<file path="config.mk">
export PLATFORM = sky130hd
export DESIGN_NAME = hsp_strap_sideband
export DESIGN_NICKNAME = d
export VERILOG_FILES = /design/src/shared/hsp_pkg.sv /design/src/hdl/hsp_strap_sideband.sv
export SDC_FILE = /design/constraint.sdc
export NUM_CORES = 1
export LEC_CHECK = 0
export BUFFER_PORTS_ARGS = -buffer_cell sky130_fd_sc_hd__buf_2
export CORE_MARGIN = 1
export CORE_UTILIZATION = 35
export DETAILED_ROUTE_END_ITERATION = 12
export GPL_TIMING_DRIVEN = 0
export PLACE_DENSITY_LB_ADDON = 0.25
export SLEW_MARGIN = 5
export SYNTH_ARGS = -nofsm -noshare
export SYNTH_HDL_FRONTEND = slang
export SYNTH_SLANG_ARGS = --single-unit
</file>
<file path="constraint.sdc">
create_clock -name clk -period 1.5 [get_ports clk]
set_clock_uncertainty 0.1 [all_clocks]
set_input_delay 0.3 -clock clk [delete_from_list [all_inputs] [get_ports clk]]
set_output_delay 0.3 -clock clk [all_outputs]
set_load 0.02 [all_outputs]
</file>
<file path="src/shared/hsp_pkg.sv">
// shared constants and types for the hub strap and sideband pin block
`default_nettype none
package hsp_pkg;
   localparam int NUM_PORTS = 3;
   localparam int SYNC_STAGES = 3;
   localparam int CLK_HZ = 100_000_000;
   localparam int SLOW_HZ = 30_000_000;
   localparam int FAST_HZ = 60_000_000;
   // half period in cycles, rounded down, at least one
   localparam int SLOW_HALF_RAW = CLK_HZ / (2 * SLOW_HZ);
   localparam int FAST_HALF_RAW = CLK_HZ / (2 * FAST_HZ);
   localparam int SLOW_HALF = (SLOW_HALF_RAW < 1) ? 1 : SLOW_HALF_RAW;
   localparam int FAST_HALF = (FAST_HALF_RAW < 1) ? 1 : FAST_HALF_RAW;
   localparam int DIV_W = 4;
   localparam logic [DIV_W-1:0] SLOW_HALF_CNT = DIV_W'(SLOW_HALF);
   localparam logic [DIV_W-1:0] FAST_HALF_CNT = DIV_W'(FAST_HALF);
   localparam logic [DIV_W-1:0] DIV_ZERO = 4'h0;
   localparam logic LINE_ENABLED = 1'b0;
   localparam logic LINE_DISABLED = 1'b1;
   localparam logic RATE_SLOW = 1'b0;
   localparam logic RATE_FAST = 1'b1;

   typedef enum logic [1:0] {
      HSP_RESET = 2'b00,
      HSP_LATCH = 2'b01,
      HSP_RUN = 2'b11
   } hsp_state_t;

   // per-port pair of line disable straps, plus then minus
   typedef struct packed {
      logic plusLine;
      logic minusLine;
   } hsp_strap_pair_t;

   typedef struct packed {
      logic out;
      logic oe;
   } hsp_pin_drive_t;
endpackage
`default_nettype wire

</file>
<file path="src/hdl/hsp_strap_sideband.sv">
// strap capture and sideband pin control for downstream ports 2 to 4
// Notes on behaviour
// - a port is disabled only when both of its line straps latched high.
// - each latched line strap decodes 0 as line enabled, 1 as disabled.
// - port 3 plus-line strap pairs with its minus partner; 1 disables plus line.
// - flash chip enable is active low; low selects the target.
// - with flash enabled, chip enable is held high in every powerdown state.
// - rate strap latched at reset: 0 (30 MHz) and 1 (60 MHz) both give a one-cycle half period, so 50 MHz.
// - rate strap latched 1: the rate pin floats while the chip is suspended.
// - rate strap latched 0: the rate pin is driven low while suspended.
// - a low over-current sense on port 1 or 2 means over-current.
// - management clock is input only; data is open-drain both ways.
`default_nettype none
module hsp_strap_sideband
   import hsp_pkg::*;
(
   input wire logic clk,
   input wire logic reset_n,
   input wire hsp_pkg::hsp_strap_pair_t [hsp_pkg::NUM_PORTS-1:0] portDisableStraps,
   input wire logic flashRateStrapIn,
   output hsp_pkg::hsp_pin_drive_t flashRatePin,
   input wire logic flashEnable,
   input wire logic powerdown,
   input wire logic suspend,
   input wire logic flashSelect,
   input wire logic flashDataOut,
   output logic flashChipEnable_n,
   output logic flashClock,
   output logic flashSerialOut,
   input wire logic flashSerialIn,
   output logic flashSerialInSample,
   output logic [hsp_pkg::NUM_PORTS-1:0] plusLineDisabled,
   output logic [hsp_pkg::NUM_PORTS-1:0] minusLineDisabled,
   output logic [hsp_pkg::NUM_PORTS-1:0] portDisabled,
   output logic flashRateFast,
   output logic strapsValid,
   input wire logic port1OvercurrentLow,
   input wire logic port2OvercurrentLow,
   output logic [1:0] overcurrent,
   input wire logic mgmtSerialClockIn,
   input wire logic mgmtSerialDataIn,
   input wire logic mgmtDataPullLow,
   output logic mgmtSerialClock,
   output logic mgmtSerialData,
   output hsp_pkg::hsp_pin_drive_t mgmtSerialDataDrive
);
   import hsp_pkg::*;

   hsp_state_t state_reg;
   hsp_state_t state_next;
   logic [NUM_PORTS-1:0] plus_reg;
   logic [NUM_PORTS-1:0] minus_reg;
   logic rate_reg;
   logic [SYNC_STAGES-1:0] ocs1Sync_reg;
   logic [SYNC_STAGES-1:0] ocs2Sync_reg;
   logic [SYNC_STAGES-1:0] sclSync_reg;
   logic [SYNC_STAGES-1:0] sdaSync_reg;
   logic [SYNC_STAGES-1:0] misoSync_reg;
   logic [1:0] oc_reg;
   logic scl_reg;
   logic sda_reg;
   logic miso_reg;
   logic [DIV_W-1:0] div_reg;
   logic sck_reg;
   logic mosi_reg;
   logic ce_n_reg;
   wire latchNow;
   wire [DIV_W-1:0] halfCount;
   wire divTick;
   wire sckRise;
   wire ceHold;
   wire [DIV_W-1:0] divNext;
   wire rateDriveLow;
   wire sckSampleEn;

   always_comb begin
      case (state_reg)
         HSP_RESET: state_next = HSP_LATCH;
         HSP_LATCH: state_next = HSP_RUN;
         HSP_RUN: state_next = HSP_RUN;
         default: state_next = HSP_RESET;
      endcase
   end

   assign latchNow = (state_reg == HSP_LATCH);

   always_ff @(posedge clk) begin
      if (!reset_n) begin
         state_reg <= HSP_RESET;
      end else begin
         state_reg <= state_next;
      end
   end

   genvar p;
   generate
      for (p = 0; p < NUM_PORTS; p++) begin : g_port
         always_ff @(posedge clk) begin
            if (!reset_n) begin
               plus_reg[p] <= LINE_ENABLED;
               minus_reg[p] <= LINE_ENABLED;
            end else if (latchNow) begin
               plus_reg[p] <= portDisableStraps[p].plusLine;
               minus_reg[p] <= portDisableStraps[p].minusLine;
            end
         end
         assign portDisabled[p] = (plus_reg[p] == LINE_DISABLED) &&
            (minus_reg[p] == LINE_DISABLED);
      end
   endgenerate

   assign plusLineDisabled = plus_reg;
   assign minusLineDisabled = minus_reg;
   assign strapsValid = (state_reg == HSP_RUN);

   always_ff @(posedge clk) begin
      if (!reset_n) begin
         rate_reg <= RATE_SLOW;
      end else if (latchNow) begin
         rate_reg <= flashRateStrapIn;
      end
   end
   assign flashRateFast = rate_reg;

   // drive low when slow and suspended
   assign rateDriveLow = strapsValid && suspend && (rate_reg == RATE_SLOW);
   assign flashRatePin = '{out: 1'b0,
      oe: rateDriveLow};

   // three-stage synchronisers, second and third must agree
   always_ff @(posedge clk) begin
      if (!reset_n) begin
         ocs1Sync_reg <= '1;
         ocs2Sync_reg <= '1;
         sclSync_reg <= '1;
         sdaSync_reg <= '1;
         misoSync_reg <= '0;
      end else begin
         ocs1Sync_reg <= {ocs1Sync_reg[SYNC_STAGES-2:0], port1OvercurrentLow};
         ocs2Sync_reg <= {ocs2Sync_reg[SYNC_STAGES-2:0], port2OvercurrentLow};
         sclSync_reg <= {sclSync_reg[SYNC_STAGES-2:0], mgmtSerialClockIn};
         sdaSync_reg <= {sdaSync_reg[SYNC_STAGES-2:0], mgmtSerialDataIn};
         misoSync_reg <= {misoSync_reg[SYNC_STAGES-2:0], flashSerialIn};
      end
   end

   always_ff @(posedge clk) begin
      if (!reset_n) begin
         oc_reg <= 2'h0;
         scl_reg <= 1'b1;
         sda_reg <= 1'b1;
         miso_reg <= 1'b0;
      end else begin
         if (ocs1Sync_reg[1] == ocs1Sync_reg[2]) oc_reg[0] <= ~ocs1Sync_reg[2];
         if (ocs2Sync_reg[1] == ocs2Sync_reg[2]) oc_reg[1] <= ~ocs2Sync_reg[2];
         if (sclSync_reg[1] == sclSync_reg[2]) scl_reg <= sclSync_reg[2];
         if (sdaSync_reg[1] == sdaSync_reg[2]) sda_reg <= sdaSync_reg[2];
         if (misoSync_reg[1] == misoSync_reg[2]) miso_reg <= misoSync_reg[2];
      end
   end
   assign overcurrent = oc_reg;

   assign mgmtSerialClock = scl_reg;
   assign mgmtSerialData = sda_reg;
   assign mgmtSerialDataDrive = '{out: 1'b0,
      oe: mgmtDataPullLow};

   assign halfCount = (rate_reg == RATE_FAST) ? FAST_HALF_CNT : SLOW_HALF_CNT;
   assign divTick = (div_reg == (halfCount - 4'h1));
   assign divNext = divTick ? DIV_ZERO : (div_reg + 4'h1);
   assign sckRise = divTick && !sck_reg;
   assign ceHold = powerdown && flashEnable;

   always_ff @(posedge clk) begin
      if (!reset_n) begin
         div_reg <= DIV_ZERO;
         sck_reg <= 1'b0;
         mosi_reg <= 1'b0;
         ce_n_reg <= 1'b1;
      end else begin
         ce_n_reg <= ~(flashSelect && flashEnable && strapsValid && !ceHold);
         if (!ce_n_reg && !ceHold) begin
            div_reg <= divNext;
            if (divTick) sck_reg <= ~sck_reg;
            if (divTick && sck_reg) mosi_reg <= flashDataOut;
         end else begin
            div_reg <= DIV_ZERO;
            sck_reg <= 1'b0;
            mosi_reg <= flashDataOut;
         end
      end
   end

   assign flashChipEnable_n = ce_n_reg;
   assign flashClock = sck_reg;
   assign flashSerialOut = mosi_reg;

   assign sckSampleEn = sckRise && !ce_n_reg;

   always_ff @(posedge clk) begin
      if (!reset_n) begin
         flashSerialInSample <= 1'b0;
      end else if (sckSampleEn) begin
         flashSerialInSample <= miso_reg;
      end
   end
endmodule // hsp_strap_sideband
`default_nettype wire

</file>
==> flow_metrics.env, run 1 <==
export IMPL_status="finished, final reports clean"
export IMPL_max_cap_violations=0
export IMPL_wire_per_inst_um=9.85
export IMPL_area_growth_pct=27.1
export IMPL_cts_max_path_buffers=2
export IMPL_finish_utilization=0.461
export IMPL_critPathRequiredTime_ps=1100
export IMPL_largest_reg_flops=4
export IMPL_io_buffers=39
export IMPL_whs_ps=94.4
export IMPL_crit_path_end_kind="output pin"
export IMPL_core_mm2=0.00366
export IMPL_fillCellCount=356
export IMPL_p_leak_nw=0.795
export IMPL_synthCells=129
export IMPL_final_antenna_net_count=0
export IMPL_grt_usage=0.125
export IMPL_overflow=0
export IMPL_cts_buffers=5
export IMPL_grt_pass1_wl_mm=3.86
export IMPL_clkLatencyLatePin_ps=280
export IMPL_dp_hpwl_mm=1.61
export IMPL_gp_congestion=0.746
export IMPL_cts_root_buf="clkbuf_8"
export IMPL_dpl_worst_slack_ps=158
export IMPL_antenna_found_initial=0
export IMPL_grt_pass1_vias=913
export IMPL_drive_above_1_share=0.333
export IMPL_layout_commonest_cell="buf_2"
export IMPL_whs_path_depth=2
export IMPL_start_util=0.363
export IMPL_hold_viol=0
export IMPL_hold_class="primary input to flip-flop"
export IMPL_synth_async_reset_ratio=0
export IMPL_hold_buffers=0
export IMPL_max_freq_mhz=693
export IMPL_synth_edf_count=0
export IMPL_synth_ff_type="dfxtp_1"
export IMPL_wl_mm=2.22
export IMPL_r2r_end="flashSerialOut"
export IMPL_worstReg2RegStart="div_reg[0]"
export IMPL_cts_reportedPaths_clkPinSlew_ps=70
export IMPL_setup_ws_ps=57.9
export IMPL_vias_per_cell=4.32
export IMPL_p_per_area_mw_per_mm2=1070
export IMPL_rsz0062_at_grt="no"
export IMPL_synth_warnings=0
export IMPL_critPathMaxFanout=2
export IMPL_min_period_over_period=0.961
export IMPL_rr_worst_depth=5
export IMPL_min_period_ps=1440
export IMPL_crit_start="state_reg[0]"
export IMPL_tns_ps=0
export IMPL_ys_seq_elements=37
export IMPL_htree_levels=2
export IMPL_rows=22
export IMPL_seq_area_frac_synth=0.558
export IMPL_min_to="flashChipEnable_n"
export IMPL_vdd_drop_max_mv=0.594
export IMPL_worst_r2r_setup_slack_ps=170
export IMPL_grt_start_max_net_pins=11
export IMPL_yosysUniqueCellTypes=24
export IMPL_drcViolationCount=0
export IMPL_setup_viol=0
export IMPL_path_delay_family="flip-flops"
export IMPL_power_w=0.00181
export IMPL_syn_area_mm2=0.00133
export IMPL_min_from="flashSelect"
export IMPL_die_x_um=63.6
export IMPL_cts_tree="done"
export IMPL_vias=971
export IMPL_crit_buf_inv=1
export IMPL_final_cell_mix="40 x buf_2, 35 x dfxtp_1, 13 x nand2b_1"
export IMPL_finalMaxSlewViolations=0
export IMPL_final_nets=200
export IMPL_cp_data_arrival_time_ps=1040
export IMPL_die_y_um=63.6
export IMPL_ios=43
export IMPL_cts_sinks=37
export IMPL_first_pass_iters=4
export IMPL_syn_area_per_cell_um2=10.3
export IMPL_worstSetupPathType="flip-flop to output pin"
export IMPL_crit_chain="and2_4 > and3b_1 > buf_6"
export IMPL_slowest_stage="dfxtp_2"
export IMPL_drt_iter0_drc=9
export IMPL_worst_path_largest_cell_delay_ps=320
export IMPL_start_kind="flip-flop"
export IMPL_dieArea_mm2=0.00404
export IMPL_diodes=0
## worst max-delay path by stage
stage	to	slack [ps]	cells after the start
after floorplan	flashRatePin[0]	200	3
after global placement	flashRatePin[0]	180	4
after detailed placement	flashRatePin[0]	160	4
after CTS	flashRatePin[0]	50	3
after global routing	flashRatePin[0]	20	3
final	flashRatePin[0]	60	3
## what timing repair did
action,in CTS,in global routing
setup buffers,3,0
gates resized for setup,5,0
hold endpoints to repair,0,0
endpoints found under the setup margin,1,0
## per-layer routing
layer / routed length [um] / up-vias / track usage / share of wire
li1: - / 497 / - / -
met1: 946 / 440 / 0.141 / 0.43
met2: 1100 / 29 / 0.207 / 0.50
met3: 137 / 5 / 0.0453 / 0.062
met4: 28 / 0 / 0.0597 / 0.013
met5: 0 / - / 0 / 0
## report_power, final
| group | total (W) | switching [W] | internal (W) |
|---|---|---|---|
| sequential | 0.00103 | 0.0000157 | 0.00102 |
| combinational | 0.000159 | 0.0000788 | 0.0000801 |
| clock | 0.000619 | 0.000314 | 0.000305 |
## kinds of logic after synthesis
family | after synthesis | synth area share
and+or+nand+nor | 53 | 0.229
adders and majority gates | 2 | 0.0188
AOI/OAI and AO/OA | 13 | 0.0584
DFF | 37 | 0.558
buffers and inverters | 12 | 0.0528
other | 1 | 0.00282
xor gates and xnor gates | 3 | 0.0198
muxes | 8 | 0.0603
## stage by stage
stage	instance area, um2	instances
CTS	1690	225
global route	1690	225
global placement	1590	217
finish	1690	225
detailed placement	1590	217
floorplan	1330	130
## area by class of cell
type,instances,area [um2],area share
inverter,4,15.0,0.00890
timing repair buffer,42,224,0.133
multi-input combinational,81,523,0.310
clock buffer,5,68.8,0.0408
sequential,37,743,0.441
clock inverter,1,5.00,0.00297
buffer,7,47.5,0.0282
tap,48,60.1,0.0356
## synthesized netlist by cell type (all sizes together) (3+ instances only)
library cell,number,area share
buf,8,0.041
a21boi,3,0.017
and2,8,0.038
mux2i,8,0.060
a21oi,6,0.023
nor2,10,0.028
inv,4,0.011
nand2b,13,0.061
nand2,7,0.020
nor2b,10,0.047
dfxtp,37,0.56
o21ai,3,0.011
No activity file was read; power rests on OpenSTA's default activity.
==> run 2, diff against run 1 <==
Settings changed: CTS_BUF_LIST set to sky130_fd_sc_hd__clkbuf_16, HOLD_SLACK_MARGIN set to 0.03.
Clock period 1.5 ns to 1.6 ns, I/O delays scaled along.
==> run 2 against run 1 <==
- wire length down 1.2%
- non-clock buffer count down 2
- sequential share of layout area down 1.1 points
- core utilization up 1.1 points
- combinational power down 10%
- global-route usage down 0.14 points
- critical path depth unchanged
- largest cell class unchanged
- largest power group unchanged
- highest routed layer unchanged
==> flow_metrics.env, run 2 (synthesized netlist as in run 1, its figures left out) <==
export IMPL_cts_max_path_buffers=2
export IMPL_finalInstanceArea_mm2=0.00173
export IMPL_hold_viol=0
export IMPL_register_area_um2=743
export IMPL_fillCellCount=345
export IMPL_worst_path_largest_cell_delay_ps=320
export IMPL_finalMaxSlewViolations=0
export IMPL_hold_buffers=0
export IMPL_cts_sinks=37
export IMPL_critical_path_depth=3
export IMPL_rows=22
export IMPL_max_cap_violations=0
export IMPL_grt_pass1_wl_mm=3.77
export IMPL_drcViolationCount=0
export IMPL_io_buffers=39
export IMPL_grt_usage=0.124
export IMPL_dp_hpwl_mm=1.61
export IMPL_vdd_drop_max_mv=0.747
export IMPL_vias=966
export IMPL_grt_pass1_vias=887
export IMPL_vias_per_cell=4.33
export IMPL_core_mm2=0.00366
export IMPL_tns_ps=0
export IMPL_worst_r2r_setup_slack_ps=270
export IMPL_die_x_um=63.6
export IMPL_clkLatencyLatePin_ps=270
export IMPL_placedCellCount=217
export IMPL_dieArea_mm2=0.00404
export IMPL_crit_buf_inv=1
export IMPL_setup_viol=0
export IMPL_setup_ws_ps=133
export IMPL_drive_above_1_share=0.326
export IMPL_endpoint="flashRatePin[0]"
export IMPL_fin_cells=223
export IMPL_crit_start="state_reg[0]"
export IMPL_critPathMaxFanout=4
export IMPL_drt_iter0_drc=24
export IMPL_crit_path_end_kind="output pin"
export IMPL_crit_chain="and2_4 > and3b_1 > buf_6"
export IMPL_first_pass_iters=4
export IMPL_cts_tree="done"
export IMPL_path_delay_family="flip-flops"
export IMPL_cts_buffers=5
export IMPL_final_cell_mix="40 x buf_2, 35 x dfxtp_1, 13 x nand2b_1"
export IMPL_rr_worst_depth=5
export IMPL_multi_input_area_um2=523
export IMPL_finish_utilization=0.472
export IMPL_p_leak_nw=0.810
export IMPL_cts_reportedPaths_clkPinSlew_ps=50
export IMPL_min_period_ps=1470
export IMPL_placed_area_mm2=0.00159
export IMPL_start_kind="flip-flop"
export IMPL_ios=43
export IMPL_max_freq_mhz=682
export IMPL_min_period_over_period=0.917
export IMPL_p_per_area_mw_per_mm2=1150
export IMPL_status="finished, final reports clean"
export IMPL_antenna_found_initial=0
export IMPL_worstSetupPathType="flip-flop to output pin"
export IMPL_worstReg2RegStart="div_reg[0]"
export IMPL_overflow=0
export IMPL_htree_levels=2
export IMPL_wire_per_inst_um=9.83
export IMPL_gp_congestion=0.746
export IMPL_wl_mm=2.19
export IMPL_rsz0062_at_grt="no"
export IMPL_r2r_end="flashSerialOut"
export IMPL_area_growth_pct=30.2
export IMPL_layout_commonest_cell="buf_2"
export IMPL_cp_data_arrival_time_ps=1050
export IMPL_diodes=0
export IMPL_final_antenna_net_count=0
export IMPL_cts_root_buf="clkbuf_16"
export IMPL_die_y_um=63.6
export IMPL_hold_class="primary input to flip-flop"
export IMPL_dpl_worst_slack_ps=238
export IMPL_slowest_stage="dfxtp_2"
export IMPL_critPathRequiredTime_ps=1180
export IMPL_grt_start_max_net_pins=11
export IMPL_final_nets=198
export IMPL_start_util=0.363
export IMPL_largest_reg_flops=4
run 2: cell count changes in the layout (fill, tap and decap cells not counted), sizes merged:
| cell | delta |
|---|---|
| buf | -2 |
run 2: metal layers:
layer | share of wire | GRT usage | wire (um) | up-vias
met2 | 0.49 | 0.206 | 1080 | 31
met4 | 0.020 | 0.0682 | 43 | 0
met1 | 0.42 | 0.134 | 929 | 435
met5 | 0 | 0 | 0 | -
li1 | - | - | - | 494
met3 | 0.061 | 0.0453 | 134 | 6
run 2: repair_timing:
item	in CTS	in global routing
pin swaps	0	2
setup endpoints to repair	1	1
buffers inserted	0	1
gates resized for setup	5	0
run 2: per-stage QoR:
| stage | total power, W | hold WS [ps] |
|---|---|---|
| after CTS | 0.00202 | 120 |
| after global placement | 0.00113 | 289 |
| final | 0.00199 | 121 |
| after global routing | 0.00208 | 126 |
| after floorplan | 0.00108 | 286 |
| after detailed placement | 0.00113 | 296 |
run 2: worst min-delay path by stage:
stage,from,endpoint,slack (ps),cells past startpoint
after floorplan,ocs1Sync_reg[0],ocs1Sync_reg[1],290,1
after global placement,sclSync_reg[0],sclSync_reg[1],290,1
after detailed placement,ocs2Sync_reg[0],ocs2Sync_reg[1],300,1
after CTS,port1OvercurrentLow,ocs1Sync_reg[0],120,2
after global routing,flashSelect,flashChipEnable_n,130,2
final,flashSelect,flashChipEnable_n,120,2
run 2: worst reg2reg max path, stage by stage (launching register included):
cell	delay (ps)
dfxtp_1	370
inv_1	60
ha_1	190
nor3b_4	170
a21boi_1	180
mux2i_1	200
run 2: cell type report:
| type | instances | area share |
|---|---|---|
| Sequential cell | 37 | 0.430 |
| Multi-Input combinational cell | 81 | 0.303 |
| Timing Repair Buffer | 40 | 0.121 |
| Clock buffer | 5 | 0.0724 |
| Tap cell | 48 | 0.0348 |
| Buffer | 7 | 0.0275 |
| Inverter | 4 | 0.00869 |
| Clock inverter | 1 | 0.00290 |
run 2: where the power goes:
part | total, W | internal (W) | switching [W]
clock | 0.000881 | 0.000555 | 0.000326
sequential | 0.000971 | 0.000955 | 0.0000153
combinational | 0.000143 | 0.0000714 | 0.0000715
total | 0.00199 | 0.00158 | 0.000413
==> run 3, diff against run 2 <==
Settings changed: ABC_AREA set to 1.
==> run 3 against run 2 <==
- flip-flop and latch count unchanged
- clock power rose by 21%
- final area increased by 3.3%
- power grew 13%
- sequential share of layout area decreased by 1.2 points
- via count grew 9.4%
- worst hold slack better by 2.2 ps
- die area is 0.19% higher
- register-to-register slack improved by 180 ps
- sequential power increased by 2%
- critical path depth is 3 higher
- worst setup slack worse by 33 ps
- highest routed layer unchanged
==> flow_metrics.env, run 3 <==
export IMPL_setup_viol=0
export IMPL_finish_utilization=0.488
export IMPL_gp_congestion=0.721
export IMPL_worst_r2r_setup_slack_ps=450
export IMPL_cts_max_path_buffers=2
export IMPL_r2r_end="flashSerialOut"
export IMPL_rows=22
export IMPL_power_w=0.00225
export IMPL_max_cap_violations=0
export IMPL_start_kind="flip-flop"
export IMPL_yosysUniqueCellTypes=20
export IMPL_worstReg2RegStart="div_reg[0]"
export IMPL_wl_mm=2.36
export IMPL_ys_seq_elements=37
export IMPL_register_area_um2=746
export IMPL_synthCells=156
export IMPL_drive_above_1_share=0.325
export IMPL_dieArea_mm2=0.00405
export IMPL_hold_viol=0
export IMPL_antenna_found_initial=0
export IMPL_p_per_area_mw_per_mm2=1260
export IMPL_worstSetupPathType="flip-flop to output pin"
export IMPL_syn_area_per_cell_um2=8.53
export IMPL_cts_reportedPaths_clkPinSlew_ps=50
export IMPL_grt_pass1_wl_mm=4.10
export IMPL_synth_edf_count=0
export IMPL_cts_tree="done"
export IMPL_area_growth_pct=34.2
export IMPL_vias=1057
export IMPL_synth_most_common_cell="dfxtp_1"
export IMPL_start_util=0.363
export IMPL_vdd_drop_max_mv=0.756
export IMPL_critPathRequiredTime_ps=1180
export IMPL_grt_start_max_net_pins=12
export IMPL_cp_data_arrival_time_ps=1080
export IMPL_overflow=0
export IMPL_final_antenna_net_count=0
export IMPL_fillCellCount=357
export IMPL_tns_ps=0
export IMPL_rr_worst_depth=5
export IMPL_layout_commonest_cell="buf_2"
export IMPL_grt_pass1_vias=985
export IMPL_synth_top_area_frac=0.557
export IMPL_whs_ps=124
export IMPL_min_period_ps=1500
export IMPL_crit_start="state_reg[0]"
export IMPL_drcViolationCount=0
export IMPL_hold_class="primary input to flip-flop"
export IMPL_syn_area_mm2=0.00133
export IMPL_dp_hpwl_mm=1.67
export IMPL_finalMaxSlewViolations=0
export IMPL_min_period_over_period=0.938
export IMPL_final_cell_mix="39 x buf_2, 35 x dfxtp_1, 26 x nor2_1"
export IMPL_largest_reg_flops=4
export IMPL_synth_area_leaders="dfxtp_1 56%, nor2_1 7.3%, nand2_1 6.5%, inv_1 5.1%, o21ai_0 4.9%"
export IMPL_wire_per_inst_um=9.29
export IMPL_vias_per_cell=4.16
export IMPL_synth_warnings=0
export IMPL_max_freq_mhz=667
export IMPL_multi_input_area_um2=468
export IMPL_synth_top_cell_by_area="dfxtp_1"
export IMPL_status="finished, final reports clean"
export IMPL_drt_iter0_drc=29
export IMPL_die_y_um=63.6
export IMPL_clkLatencyLatePin_ps=270
export IMPL_critPathMaxFanout=3
export IMPL_io_buffers=39
export IMPL_cts_root_buf="clkbuf_16"
export IMPL_die_x_um=63.6
export IMPL_finalInstanceArea_mm2=0.00179
export IMPL_endpoint="flashRatePin[0]"
export IMPL_seq_area_frac_synth=0.557
export IMPL_cts_buffers=5
export IMPL_ios=43
export IMPL_grt_usage=0.134
export IMPL_crit_path_end_kind="output pin"
export IMPL_final_nets=227
export IMPL_synth_ff_type="dfxtp_1"
export IMPL_diodes=0
export IMPL_placed_area_mm2=0.00159
export IMPL_htree_levels=2
export IMPL_synth_commonest_cells="37 x dfxtp_1, 26 x nor2_1, 23 x nand2_1, 18 x inv_1, 13 x o21ai_0"
export IMPL_cts_sinks=37
export IMPL_p_leak_nw=0.911
export IMPL_core_mm2=0.00366
export IMPL_synth_async_reset_ratio=0
export IMPL_first_pass_iters=5
[run 3: changes by cell type in the layout (fill, tap and decap cells not counted), sizes merged, moves of 8 or more]
cell	before	now
and2	8	0
inv	4	21
mux2i	8	0
nand2	7	23
nand2b	13	0
nor2	10	28
nor2b	10	0
o21ai	3	13
or2	0	10
[run 3: cells by family after synthesis]
group / share of synthesized area
simple gates: 0.230
flops: 0.557
buf+inv: 0.0997
compound gates: 0.0790
xor+xnor: 0.0132
fa+ha+maj: 0.0188
other cells: 0.00282
[run 3: worst min path at each step]
stage	start	cells past startpoint	end
floorplan	ocs1Sync_reg[2]	1	overcurrent[0]
global placement	sdaSync_reg[0]	1	sdaSync_reg[1]
detailed placement	sdaSync_reg[0]	1	sdaSync_reg[1]
CTS	mgmtSerialClockIn	2	sclSync_reg[0]
global route	mgmtSerialDataIn	2	sdaSync_reg[0]
finish	mgmtSerialClockIn	2	sclSync_reg[0]
[run 3: area by class of cell]
type,instances,share of cell area
multi-input cells,93,0.262
clock buffers,5,0.0701
flip-flops and latches,37,0.418
inverters,20,0.0420
well taps,48,0.0336
clock inverters,3,0.0210
repair buffers,41,0.121
plain buffers,7,0.0322
[run 3: power by group]
part           total [W]  switching (W)  internal (W)
Clock            0.00107       0.000344      0.000723
Sequential      0.000989      0.0000237      0.000965
Combinational   0.000197       0.000115     0.0000818
[run 3: layer usage]
layer	GRT usage	share of wire
met3	0.0543	0.058
met2	0.214	0.45
met1	0.151	0.47
met5	0	0
met4	0.0682	0.017
[run 3: per-stage QoR]
step,setup slack [ps],instances
after global placement,203,244
after global routing,-0.145,254
after floorplan,296,157
after detailed placement,215,244
final,99.9,254
after CTS,16.8,252
[run 3: critical path: stages (launching register included)]
cell	delay, ps
dfxtp_2	350
nand2_4	60
inv_2	40
nand2_1	40
nor2_1	90
buf_4	110
buf_6	100
[run 3: timing repair]
action | in CTS | in global routing
endpoints found under the hold margin | 0 | 0
resized for setup | 3 | 5
pin swaps | 0 | 2
setup endpoints to repair | 1 | 1
hold buffers | 0 | 0
buffers inserted | 0 | 2
